[config.mk]
export PLATFORM = sky130hd
export DESIGN_NAME = clto_lane_timing
export DESIGN_NICKNAME = d
export VERILOG_FILES = /design/src/clto_pkg.sv /design/src/clto_auto.sv /design/src/clto_field.sv /design/src/clto_lane_timing.sv
export VERILOG_INCLUDE_DIRS = /design/src
export SDC_FILE = /design/constraint.sdc
export NUM_CORES = 1
export LEC_CHECK = 0
export BUFFER_PORTS_ARGS = -buffer_cell sky130_fd_sc_hd__buf_2
export CORE_ASPECT_RATIO = 0.6
export CORE_MARGIN = 5
export CORE_UTILIZATION = 45
export DETAILED_ROUTE_END_ITERATION = 10
export PLACE_DENSITY = 0.63
export SLEW_MARGIN = 5
export SYNTH_ARGS = -nofsm -noshare
export SYNTH_HDL_FRONTEND = slang
export SYNTH_SLANG_ARGS = --single-unit
[constraint.sdc]
create_clock -name CORE_CLK -period 3.97 [get_ports CORE_CLK]
set_input_delay 0 -clock CORE_CLK [delete_from_list [all_inputs] [get_ports CORE_CLK]]
set_output_delay 0 -clock CORE_CLK [all_outputs]
set_load 0.03 [all_outputs]
[src/clto_map.svh]
// register map, field positions, reset values and timing counts
`ifndef CLTO_MAP_SVH
`define CLTO_MAP_SVH

`define CLTO_PAGE              8'h00
`define CLTO_CLK_PREPARE_OFF   8'h40
`define CLTO_CLK_ZERO_OFF      8'h41
`define CLTO_CLK_TRAIL_OFF     8'h42
`define CLTO_CLK_POST_OFF      8'h43
`define CLTO_DATA_PREPARE_OFF  8'h44
`define CLTO_DATA_ZERO_OFF     8'h45
`define CLTO_DATA_TRAIL_OFF    8'h46
`define CLTO_NUM_REGS          7
`define CLTO_OV_BIT            7
`define CLTO_VAL_MSB           6
`define CLTO_VAL_LSB           0
`define CLTO_OV_RESET          1'b0
`define CLTO_VAL_RESET         7'h00
`define CLTO_UNMAPPED_RDATA    8'h00
`define CLTO_MIN_PHASE         7'h01
`define CLTO_UI_DIV            4

`endif

[src/clto_pkg.sv]
// shared types of the lane timing override block
package clto_pkg;

    typedef logic [6:0] clto_val_t;

    // member order puts register index 0 in the low bits
    typedef struct packed {
        clto_val_t data_trail;
        clto_val_t data_zero;
        clto_val_t data_prepare;
        clto_val_t clk_post;
        clto_val_t clk_trail;
        clto_val_t clk_zero;
        clto_val_t clk_prepare;
    } clto_timing_t;

    typedef struct packed {
        logic       wr;
        logic       rd;
        logic [7:0] page;
        logic [7:0] addr;
        logic [7:0] wdata;
    } clto_bus_req_t;

    typedef enum logic [8:0] {
        CLTO_IDLE       = 9'h001,
        CLTO_CLK_PREP   = 9'h002,
        CLTO_CLK_ZERO   = 9'h004,
        CLTO_DATA_PREP  = 9'h008,
        CLTO_DATA_ZERO  = 9'h010,
        CLTO_HS_DATA    = 9'h020,
        CLTO_DATA_TRAIL = 9'h040,
        CLTO_CLK_POST   = 9'h080,
        CLTO_CLK_TRAIL  = 9'h100
    } clto_state_t;

endpackage : clto_pkg

[src/clto_auto.sv]
// automatic timing values scaled by the lane rate
`timescale 1ns/100ps

module clto_auto #(
    parameter clto_pkg::clto_timing_t BASE = 49'h0
) (
    input  wire logic                 clk,
    input  wire logic                 rst_n,
    input  wire logic [1:0]           rate_sel,
    output clto_pkg::clto_timing_t    auto_val
);

    logic [6:0][6:0] base_arr;
    logic [6:0][6:0] next_arr;
    logic [2:0]      mult;
    clto_pkg::clto_timing_t auto_reg;

    assign base_arr = BASE;
    assign mult     = {1'b0, rate_sel} + 3'h1;

    genvar i;
    generate
        for (i = 0; i < 7; i = i + 1) begin : g_scale
            logic [9:0] prod;
            assign prod = 10'(base_arr[i]) * 10'(mult);
            // saturate at the field's full scale
            assign next_arr[i] = (|prod[9:7]) ? 7'h7f : prod[6:0];
        end
    endgenerate

    always_ff @(posedge clk or negedge rst_n) begin
        if (!rst_n) begin
            auto_reg <= '0;
        end else begin
            auto_reg <= clto_pkg::clto_timing_t'(next_arr);
        end
    end

    assign auto_val = auto_reg;

endmodule : clto_auto

[src/clto_field.sv]
// one timing register: override bit, stored value, effective value
`timescale 1ns/100ps
`include "clto_map.svh"

module clto_field #(
    parameter logic [7:0] ADDR = `CLTO_CLK_PREPARE_OFF
) (
    input  wire logic                 clk,
    input  wire logic                 rst_n,
    input  wire logic                 wr_stb,
    input  wire logic [7:0]           addr,
    input  wire logic [7:0]           wdata,
    input  wire clto_pkg::clto_val_t  auto_val,
    output logic                      hit,
    output logic [7:0]                rd_byte,
    output clto_pkg::clto_val_t       eff_val
);

    logic                ov_reg;
    logic                ov_next;
    clto_pkg::clto_val_t val_reg;
    clto_pkg::clto_val_t val_next;
    logic                wr_take;
    logic                val_take;

    assign hit      = (addr == ADDR);
    assign wr_take  = wr_stb & hit;
    // value lands only when the written byte has the override bit set
    assign val_take = wr_take & wdata[`CLTO_OV_BIT];
    assign ov_next  = wr_take ? wdata[`CLTO_OV_BIT] : ov_reg;
    assign val_next = val_take ? wdata[`CLTO_VAL_MSB:`CLTO_VAL_LSB]
                               : val_reg;
    assign eff_val  = ov_reg ? val_reg : auto_val;
    assign rd_byte  = {ov_reg, eff_val};

    always_ff @(posedge clk or negedge rst_n) begin
        if (!rst_n) begin
            ov_reg  <= `CLTO_OV_RESET;
            val_reg <= `CLTO_VAL_RESET;
        end else begin
            ov_reg  <= ov_next;
            val_reg <= val_next;
        end
    end

endmodule : clto_field

[src/clto_lane_timing.sv]
// lane timing override registers with the lane entry/exit sequencer
`timescale 1ns/100ps
`include "clto_map.svh"
//
// Overview of operation
// - clock prepare auto, or override value when set
// - clock zero auto, or override value when set
// - clock trail auto, or override value when set
// - clock post auto, or override value when set
// - data prepare auto, or override value when set
// - data zero auto, or override value when set
// - data trail auto, or override value when set
// - override off: value reads auto, ignores writes with the override bit clear
// - override on: value writable, reads stored value
// - reset clears override bits and values

module clto_lane_timing #(
    parameter int UI_DIV = `CLTO_UI_DIV,
    parameter clto_pkg::clto_timing_t AUTO_BASE = '{
        data_trail:   7'h08,
        data_zero:    7'h0c,
        data_prepare: 7'h06,
        clk_post:     7'h10,
        clk_trail:    7'h08,
        clk_zero:     7'h20,
        clk_prepare:  7'h05
    }
) (
    input  wire logic       CORE_CLK,
    input  wire logic       RESET_N,
    input  wire logic [7:0] REG_PAGE,
    input  wire logic [7:0] REG_ADDR,
    input  wire logic [7:0] REG_WDATA,
    input  wire logic       REG_WR,
    input  wire logic       REG_RD,
    input  wire logic [1:0] RATE_SEL,
    input  wire logic       HS_REQ,
    output logic [7:0]      REG_RDATA,
    output logic            REG_RVALID,
    output logic            CLK_HS_EN,
    output logic            DATA_HS_EN,
    output logic            HS_READY,
    output logic            LP_STOP,
    output logic [8:0]      SEQ_STATE
);

    // reset release through two flops
    logic rst_meta_n_reg;
    logic rst_sync_n_reg;
    logic rst_n;

    always_ff @(posedge CORE_CLK or negedge RESET_N) begin
        if (!RESET_N) begin
            rst_meta_n_reg <= 1'b0;
            rst_sync_n_reg <= 1'b0;
        end else begin
            rst_meta_n_reg <= 1'b1;
            rst_sync_n_reg <= rst_meta_n_reg;
        end
    end

    assign rst_n = rst_sync_n_reg;

    // register port request
    clto_pkg::clto_bus_req_t req;

    assign req.wr    = REG_WR;
    assign req.rd    = REG_RD;
    assign req.page  = REG_PAGE;
    assign req.addr  = REG_ADDR;
    assign req.wdata = REG_WDATA;

    logic page_hit;
    logic wr_stb;

    assign page_hit = (req.page == `CLTO_PAGE);
    assign wr_stb   = req.wr & page_hit;

    // automatic values
    clto_pkg::clto_timing_t auto_val;
    logic [6:0][6:0]        auto_arr;

    clto_auto #(
        .BASE     (AUTO_BASE)
    ) u_auto (
        .clk      (CORE_CLK),
        .rst_n    (rst_n),
        .rate_sel (RATE_SEL),
        .auto_val (auto_val)
    );

    assign auto_arr = auto_val;

    // seven timing registers
    logic [6:0]      field_hit;
    logic [6:0][7:0] field_rd;
    logic [6:0][6:0] eff_arr;

    genvar i;
    generate
        for (i = 0; i < `CLTO_NUM_REGS; i = i + 1) begin : g_field
            clto_field #(
                .ADDR     (8'(`CLTO_CLK_PREPARE_OFF + i))
            ) u_field (
                .clk      (CORE_CLK),
                .rst_n    (rst_n),
                .wr_stb   (wr_stb),
                .addr     (req.addr),
                .wdata    (req.wdata),
                .auto_val (auto_arr[i]),
                .hit      (field_hit[i]),
                .rd_byte  (field_rd[i]),
                .eff_val  (eff_arr[i])
            );
        end
    endgenerate

    clto_pkg::clto_timing_t eff;

    assign eff = clto_pkg::clto_timing_t'(eff_arr);

    // read select
    logic [7:0] rd_sel;
    logic [7:0] rdata_next;
    logic       rvalid_next;
    logic [7:0] rdata_reg;
    logic       rvalid_reg;

    assign rd_sel =
        !page_hit    ? `CLTO_UNMAPPED_RDATA :
        field_hit[0] ? field_rd[0] :
        field_hit[1] ? field_rd[1] :
        field_hit[2] ? field_rd[2] :
        field_hit[3] ? field_rd[3] :
        field_hit[4] ? field_rd[4] :
        field_hit[5] ? field_rd[5] :
        field_hit[6] ? field_rd[6] :
        `CLTO_UNMAPPED_RDATA;

    assign rdata_next  = req.rd ? rd_sel : rdata_reg;
    assign rvalid_next = req.rd;

    always_ff @(posedge CORE_CLK or negedge rst_n) begin
        if (!rst_n) begin
            rdata_reg  <= 8'h00;
            rvalid_reg <= 1'b0;
        end else begin
            rdata_reg  <= rdata_next;
            rvalid_reg <= rvalid_next;
        end
    end

    assign REG_RDATA  = rdata_reg;
    assign REG_RVALID = rvalid_reg;

    // byte tick divider
    logic [7:0] div_reg;
    logic [7:0] div_next;
    logic       tick;

    assign tick     = (div_reg == 8'(UI_DIV - 1));
    assign div_next = tick ? 8'h00 : div_reg + 8'h01;

    always_ff @(posedge CORE_CLK or negedge rst_n) begin
        if (!rst_n) begin
            div_reg <= 8'h00;
        end else begin
            div_reg <= div_next;
        end
    end

    // lane sequencer
    clto_pkg::clto_state_t state_reg;
    clto_pkg::clto_state_t state_next;
    logic [6:0]            cnt_reg;
    logic [6:0]            cnt_next;
    logic                  load;
    logic                  phase_end;
    logic [6:0]            raw_len;
    logic [6:0]            phase_len;

    assign phase_end = tick & (cnt_reg == `CLTO_MIN_PHASE);

    always_comb begin
        state_next = state_reg;
        load       = 1'b0;
        case (state_reg)
            clto_pkg::CLTO_IDLE: begin
                if (HS_REQ) begin
                    state_next = clto_pkg::CLTO_CLK_PREP;
                    load       = 1'b1;
                end
            end
            clto_pkg::CLTO_CLK_PREP: begin
                if (phase_end) begin
                    state_next = clto_pkg::CLTO_CLK_ZERO;
                    load       = 1'b1;
                end
            end
            clto_pkg::CLTO_CLK_ZERO: begin
                if (phase_end) begin
                    state_next = clto_pkg::CLTO_DATA_PREP;
                    load       = 1'b1;
                end
            end
            clto_pkg::CLTO_DATA_PREP: begin
                if (phase_end) begin
                    state_next = clto_pkg::CLTO_DATA_ZERO;
                    load       = 1'b1;
                end
            end
            clto_pkg::CLTO_DATA_ZERO: begin
                if (phase_end) begin
                    state_next = clto_pkg::CLTO_HS_DATA;
                end
            end
            clto_pkg::CLTO_HS_DATA: begin
                if (!HS_REQ) begin
                    state_next = clto_pkg::CLTO_DATA_TRAIL;
                    load       = 1'b1;
                end
            end
            clto_pkg::CLTO_DATA_TRAIL: begin
                if (phase_end) begin
                    state_next = clto_pkg::CLTO_CLK_POST;
                    load       = 1'b1;
                end
            end
            clto_pkg::CLTO_CLK_POST: begin
                if (phase_end) begin
                    state_next = clto_pkg::CLTO_CLK_TRAIL;
                    load       = 1'b1;
                end
            end
            clto_pkg::CLTO_CLK_TRAIL: begin
                if (phase_end) begin
                    state_next = clto_pkg::CLTO_IDLE;
                end
            end
            default: begin
                state_next = clto_pkg::CLTO_IDLE;
            end
        endcase
    end

    // length of the phase being entered, sampled at entry
    assign raw_len =
        (state_next == clto_pkg::CLTO_CLK_PREP)   ? eff.clk_prepare :
        (state_next == clto_pkg::CLTO_CLK_ZERO)   ? eff.clk_zero :
        (state_next == clto_pkg::CLTO_DATA_PREP)  ? eff.data_prepare :
        (state_next == clto_pkg::CLTO_DATA_ZERO)  ? eff.data_zero :
        (state_next == clto_pkg::CLTO_DATA_TRAIL) ? eff.data_trail :
        (state_next == clto_pkg::CLTO_CLK_POST)   ? eff.clk_post :
        (state_next == clto_pkg::CLTO_CLK_TRAIL)  ? eff.clk_trail :
        `CLTO_MIN_PHASE;

    // a zero setting still lasts one tick
    assign phase_len = (raw_len == 7'h00) ? `CLTO_MIN_PHASE : raw_len;

    assign cnt_next = load ? phase_len :
                      (tick && cnt_reg != `CLTO_MIN_PHASE) ? cnt_reg - 7'h01 :
                      cnt_reg;

    always_ff @(posedge CORE_CLK or negedge rst_n) begin
        if (!rst_n) begin
            state_reg <= clto_pkg::CLTO_IDLE;
            cnt_reg   <= `CLTO_MIN_PHASE;
        end else begin
            state_reg <= state_next;
            cnt_reg   <= cnt_next;
        end
    end

    // lane controls registered from the next state
    logic clk_hs_next;
    logic data_hs_next;
    logic ready_next;
    logic stop_next;
    logic clk_hs_reg;
    logic data_hs_reg;
    logic ready_reg;
    logic stop_reg;
    logic [8:0] seq_reg;

    assign clk_hs_next  = (state_next == clto_pkg::CLTO_CLK_ZERO)
                        | (state_next == clto_pkg::CLTO_DATA_PREP)
                        | (state_next == clto_pkg::CLTO_DATA_ZERO)
                        | (state_next == clto_pkg::CLTO_HS_DATA)
                        | (state_next == clto_pkg::CLTO_DATA_TRAIL)
                        | (state_next == clto_pkg::CLTO_CLK_POST);
    assign data_hs_next = (state_next == clto_pkg::CLTO_DATA_ZERO)
                        | (state_next == clto_pkg::CLTO_HS_DATA)
                        | (state_next == clto_pkg::CLTO_DATA_TRAIL);
    assign ready_next   = (state_next == clto_pkg::CLTO_HS_DATA);
    assign stop_next    = (state_next == clto_pkg::CLTO_IDLE);

    always_ff @(posedge CORE_CLK or negedge rst_n) begin
        if (!rst_n) begin
            clk_hs_reg  <= 1'b0;
            data_hs_reg <= 1'b0;
            ready_reg   <= 1'b0;
            stop_reg    <= 1'b1;
            seq_reg     <= 9'h001;
        end else begin
            clk_hs_reg  <= clk_hs_next;
            data_hs_reg <= data_hs_next;
            ready_reg   <= ready_next;
            stop_reg    <= stop_next;
            seq_reg     <= state_next;
        end
    end

    assign CLK_HS_EN  = clk_hs_reg;
    assign DATA_HS_EN = data_hs_reg;
    assign HS_READY   = ready_reg;
    assign LP_STOP    = stop_reg;
    assign SEQ_STATE  = seq_reg;

endmodule : clto_lane_timing

==> summary.txt, run 1 <==
Run status
  – Outcome: finished, final reports clean

Clock network
  – Clock Latency Late Sink: 0.35 ns
  – Setup repair bufs after CTS: 0
  – Clk root buf: clkbuf_16
  – H-tree lvl count: 3
  – Total CTS buffers: 9
  – CTS Buffer Depth: 2
  – Clock slew at reported path FFs: around 0.080 ns
  – TritonCTS clock tree: done
  – Num Clock Sinks: roughly 110

Worst setup path
  – Slowest CP cell: dfstp_2
  – Critical path class: reg2reg
  – Cells along the critical path: ha_1, nor4b_4, and4_1, mux2_2, nand2b_2, inv_1, a2111oi_2, o221ai_1, nor3_1, nand4_1, o21ai_1
  – Worst Path Arrival: 3.46 ns
  – Reg-to-reg slack, setup: approximately 0.79 ns
  – Worst setup EP type: register
  – CP Launch Type: register
  – Critical path peak fanout: 11
  – Worst Path Required: 4.25 ns
  – Crit-path max cell delay: 0.55 ns
  – R2R cell count: 11

Detailed routing
  – DR vias: 4819
  – Residual DRC: 0
  – Vias/cell: 6.03
  – Initial drt markers: 571
  – Drt total wl: 18400 um
  – Initial DRT Pass Iterations: 7
  – Avg WL per Cell: 23.0 um
  – Detail Route Antenna Nets: 0

Logic synthesis
  – Synth unique cells: 71
  – Yosys Warn Count: 0
  – EDFF count, synth: 0
  – Flop and latch count out of synthesis: approximately 110
  – Synth cell count leaders: dfrtp_1, mux2_2, nand2_1
  – Syn_area_per_cell: 10.1 sq um
  – Most used standard cell by instance count after synthesis: dfrtp_1
  – Syn Nets: approximately 610
  – Cells after synthesis: 573
  – Post-synth top area cell: dfrtp_1
  – Cell Area, Synth: 0.00582 sq mm
  – Area share of the largest cell type after synthesis: 0.439
  – Sequential fraction of the synthesis area: 0.452
  – Ranking of synthesized cells by area: dfrtp_1, mux2_2, mux2i_1, nand2_1, nor2_1
  – Ys async rst share: 1.00
  – Ys flop type: dfrtp_1

STA
  – Max Clock Skew: 0.00840 ns
  – Unrepaired setup endpoints after global routing: false
  – Hold Fails Final Rpt: 0
  – Setup TNS: 0 ns
  – Least-Margin Pin Slew: 1.16 ns
  – Fin crit period: 3.18 ns
  – Slew headroom: 0.222
  – Final cycle utilization of the critical path: 0.800
  – Slew Viols, Final: 0
  – Setup violations, final: 0
  – Peak Freq: 315 MHz

Finish
  – Layout area overhead: 14.0%
  – Final std cells w/o fill: between 700 and 800
  – Fin nets: between 600 and 700
  – Number of flip-flops in the largest register: just under 50
  – Share of cells above drive strength 1: 0.250
  – Antenna diodes: 0
  – Fill cells: 1157
  – Layout Utilization: 0.521

Min path
  – Hold depth: 2
  – Class of the worst hold path: in2reg

Placed design
  – Final Wtd Congestion: 1.04
  – Final HPWL DP: 14300 um
  – Buffers added on ports: 52
  – Cells after DPL: 772

Power
  – P per Cell Area: roughly 410 mW/mm^2
  – Internal power: 1860 uW
  – Sw Ratio: 0.320
  – Clock power frac: 0.349
  – Peak VDD IR: 0.000258 V
  – NetSw: 875 uW
  – Flop pwr share: 0.455
  – Power Total: between 2000 and 3000 uW
  – Combinational power share: 0.196
  – Static Leak: 0.00307 uW

Global routing
  – Initial antenna violation count: 0
  – Vias in the first global route: 4524
  – GRT Resource Usage Total: 0.243
  – Largest net degree at the start of global routing: 76
  – First-pass GRT wire length: 28300 um
  – Gr ovfl total: 0

Floorplanning
  – Io pins: 53
  – FP Rows: 32
  – DIE WIDTH: 157 um
  – Core ar.: 0.0127 sq mm
  – Die Span Y: about 98 um
  – Initial core utilization: 0.457
  – Die outline area: around 0.015 sq mm

Flow run
  – Max-capacitance violation count: 0
worst max-delay path, delay by kind of cell (launching register included):
kind	cells	cell delay [ns]
buffers and inverters	1	0.12
adder cells (fa/ha/maj)	1	0.16
multiplexers	1	0.26
AO/OA/AOI/OAI	3	0.74
AND/OR/NAND/NOR	5	1.28
flip-flops	1	0.55
metal layers:
metal	vias to the layer above	share of wire	track usage
met2	260	0.40	0.319
met3	12	0.11	0.0545
met1	2367	0.49	0.407
li1	2180	-	-
met4	0	0.0062	0.0387
met5	-	0	0
cell usage in the layout, fill, tap and decap left out, drive strengths merged, types with 16 or more instances in the layout:
master / instances
dfrtp: 102
mux2: 65
buf: 55
nand2: 52
nor2: 38
inv: 29
nand3: 23
o21ai: 21
mux2i: 20
nor3: 18
a21oi: 18
o22ai: 16
repair_timing:
item                      CTS  global route
hold buffers               11             0
resized for setup           0             0
hold endpoints to repair   49             0
final timing paths:
check / startpoint / end
worst max-delay path: cnt_reg[0] / cnt_reg[0]
min in group asynchronous: RESET_N / rst_meta_n_reg
worst max register to register: cnt_reg[0] / cnt_reg[0]
worst min register to register: rst_meta_n_reg / rst_n
max in group asynchronous: rst_n / g_field[2].u_field.val_reg[1]
worst min-delay path: REG_WDATA[0] / g_field[0].u_field.val_reg[0]
layout make-up:
cell class / count / area (sq um) / share of cell area
Clock inverter: 7 / 101 / 0.0153
Timing Repair Buffer: 66 / 393 / 0.0593
Tap cell: 170 / 213 / 0.0321
Multi-Input combinational cell: 415 / 2960 / 0.447
Sequential cell: 105 / 2640 / 0.398
Clock buffer: 9 / 225 / 0.0340
Inverter: 27 / 101 / 0.0153
kinds of logic after synthesis:
family,after synthesis,share of synthesized area
AOI/OAI and AO/OA,100,0.118
xor gates and xnor gates,16,0.0241
adders and majority gates,8,0.0172
buffers and inverters,53,0.0385
DFF,105,0.452
muxes,85,0.161
other,1,0.000645
and+or+nand+nor,205,0.188
power by group through the flow:
| stage | registers, uW | logic, uW | clock network, uW |
|---|---|---|---|
| final | 1250 | 536 | 954 |
| after global routing | 1260 | 572 | 1020 |
| after CTS | 1250 | 527 | 976 |
| after detailed placement | 1270 | 514 | 0 |
| after global placement | 1260 | 508 | 0 |
| after floorplan | 1270 | 332 | 0 |
per-stage QoR:
stage	hold slack (ns)	setup WS (ns)	cell area (sq um)
after global placement	-0.213	0.961	6190
after floorplan	-0.296	0.834	5820
after CTS	0.00717	0.839	6630
after global routing	0.0262	0.633	6630
final	0.0265	0.793	6630
after detailed placement	-0.210	0.857	6190
Power figures use the tool's default switching activity.
==> run 2: changes to the inputs <==
--- a/config.mk
+++ b/config.mk
@@ -11,7 +11,7 @@
 export CORE_MARGIN = 5
 export CORE_UTILIZATION = 45
 export DETAILED_ROUTE_END_ITERATION = 10
-export PLACE_DENSITY = 0.63
+export PLACE_DENSITY = 0.66
 export SLEW_MARGIN = 5
 export SYNTH_ARGS = -nofsm -noshare
 export SYNTH_HDL_FRONTEND = slang
==> constraint.sdc (replaced) <==
create_clock -name CORE_CLK -period 2.6 [get_ports CORE_CLK]
set_input_delay 0 -clock CORE_CLK [delete_from_list [all_inputs] [get_ports CORE_CLK]]
set_output_delay 0 -clock CORE_CLK [all_outputs]
set_load 0.03 [all_outputs]
==> summary.txt, run 2 (synthesis results as in run 1) <==
Finish
  – Fin nets: 741
  – Number of flip-flops in the largest register: 49
  – Layout area overhead: 27.3%
  – Antenna diodes: 0
  – Commonest non-fill, non-tap cell in the layout: dfrtp_1
  – Share of cells above drive strength 1: 0.365
  – Final std cells w/o fill: 877
  – Most frequent cells in the layout: dfrtp_1, buf_4, mux2_2

Detailed routing
  – Residual DRC: 0
  – Detail Route Antenna Nets: 0
  – Initial DRT Pass Iterations: 6
  – Avg WL per Cell: 22.6 um
  – DR vias: 5276
  – Vias/cell: 6.02
  – Initial drt markers: 718
  – Drt total wl: around 20000 um

STA
  – Final WS setup: -0.128 ns
  – Peak Freq: 367 MHz
  – Hold Fails Final Rpt: 0
  – Fin crit period: 2.73 ns
  – Slew headroom: 0.529
  – Unrepaired setup endpoints after global routing: true
  – Least-Margin Pin Slew: 0.702 ns
  – Setup violations, final: 4
  – Hold Worst Slack: 0.00241 ns
  – Slew Viols, Final: 0
  – Max Clock Skew: 0.00990 ns
  – Final cycle utilization of the critical path: 1.05

Worst setup path
  – Critical path peak fanout: 4
  – Worst setup EP type: register
  – Cells along the critical path: ha_4, nor4b_4, and4_4, mux2_4, buf_6, nand4_1, o211ai_1, nor4_2, nor2_1, mux2_4
  – Worst Path Arrival: roughly 3.0 ns
  – Crit-path max cell delay: 0.56 ns
  – Critical path class: reg2reg
  – CP Launch Type: register
  – Slowest CP cell: dfstp_2
  – CP most frequent cell: mux2_4
  – Worst Path Required: 2.84 ns

Floorplanning
  – FP Rows: 32
  – DIE WIDTH: 157 um
  – Io pins: 53
  – Core ar.: about 0.013 sq mm
  – Die outline area: between 0.015 and 0.02 sq mm
  – Initial core utilization: 0.457
  – Die Span Y: ~100 um

Run status
  – Outcome: complete, but fails checks
  – Failing checks: negative setup slack

Placed design
  – Final Wtd Congestion: 1.06
  – Final HPWL DP: 15400 um
  – Buffers added on ports: 52
  – Cells after DPL: 844

Global routing
  – Largest net degree at the start of global routing: 41
  – Gr ovfl total: 0
  – First-pass GRT wire length: 30400 um
  – Vias in the first global route: 5140
  – Initial antenna violation count: 0
  – GRT Resource Usage Total: 0.259

Clock network
  – Clock slew at reported path FFs: roughly 0.080 ns
  – Clock Latency Late Sink: 0.35 ns
  – TritonCTS clock tree: done
  – CTS Buffer Depth: 2
  – Clk root buf: clkbuf_16
  – H-tree lvl count: 3
  – Num Clock Sinks: 105
  – Total CTS buffers: 9

Power
  – Static Leak: 0.00351 uW
  – Peak VDD IR: 0.000490 V
  – P per Cell Area: 608 mW/mm^2

Flow run
  – Max-capacitance violation count: 0

Min path
  – Class of the worst hold path: in2reg
[run 2: cell count changes in the layout (fill, tap and decap cells not counted), moves of 3 or more]
cell,before,now
nor3_1,16,13
nor4_1,6,3
nor4_2,0,3
buf_6,0,5
nor2_2,1,4
mux2_4,1,4
nor2_1,37,34
mux2_2,64,61
buf_4,3,77
nor3_2,2,5
[run 2: layer usage]
layer,share of wire,routed length (um),track usage,vias up
met1,0.48,9460,0.426,2596
li1,-,-,-,2335
met4,0.013,262,0.0393,0
met5,0,0,0,-
met2,0.40,7900,0.348,311
met3,0.11,2180,0.0571,34
[run 2: final timing paths]
check / slack (ns) / to / depth (start not counted) / from
min in group asynchronous: 0.32 / div_reg[5] / 0 / rst_n
hold / removal: 0.002 / g_field[0].u_field.val_reg[5] / 2 / REG_WDATA[5]
setup reg to reg: -0.13 / cnt_reg[1] / 10 / cnt_reg[0]
max in group asynchronous: 1.47 / cnt_reg[0] / 1 / rst_n
setup / recovery: -0.13 / cnt_reg[1] / 10 / cnt_reg[0]
hold reg to reg: 0.32 / div_reg[5] / 0 / rst_n
[run 2: report_power, final]
group          internal [uW]  switching [uW]  leakage, uW
registers               1750             122      0.00140
logic                    515             634      0.00195
clock network            787             694     0.000162
[run 2: critical path, delay by kind of cell, from the launching register on]
| kind | cells | cell delay, ns |
|---|---|---|
| buffers and inverters | 1 | 0.12 |
| AO/OA/AOI/OAI | 1 | 0.13 |
| multiplexers | 2 | 0.61 |
| flip-flops | 1 | 0.56 |
| AND/OR/NAND/NOR | 5 | 1.07 |
| adder cells (fa/ha/maj) | 1 | 0.13 |
[run 2: final cells by class]
type	instances	area (sq um)
Timing Repair Buffer	144	995
Fill cell	1112	5330
Tap cell	170	213
Multi-Input combinational cell	415	3120
Sequential cell	105	2640
Clock inverter	7	110
Clock buffer	9	225
Inverter	27	101
[run 2: metrics by stage]
stage | setup TNS [ns] | cell area (sq um) | utilization | total power [uW] | setup WS [ns]
4_1_cts | -0.0249 | 7230 | 0.568 | 4440 | -0.0195
2_1_floorplan | 0 | 5820 | - | 2440 | 0.0284
6_report | -0.345 | 7400 | 0.581 | 4500 | -0.128
5_1_grt | -0.975 | 7400 | 0.581 | 4680 | -0.233
3_5_place_dp | -0.737 | 6740 | 0.529 | 2930 | -0.190
3_3_place_gp | -0.448 | 6740 | 0.529 | 2910 | -0.184
[run 2: what timing repair did]
item,in CTS,in global routing
setup endpoints to repair,7,7
hold buffers,10,0
cloned,0,0
resized for setup,12,24
endpoints found under the hold margin,35,0
pin swaps,11,13
buffers inserted,0,7
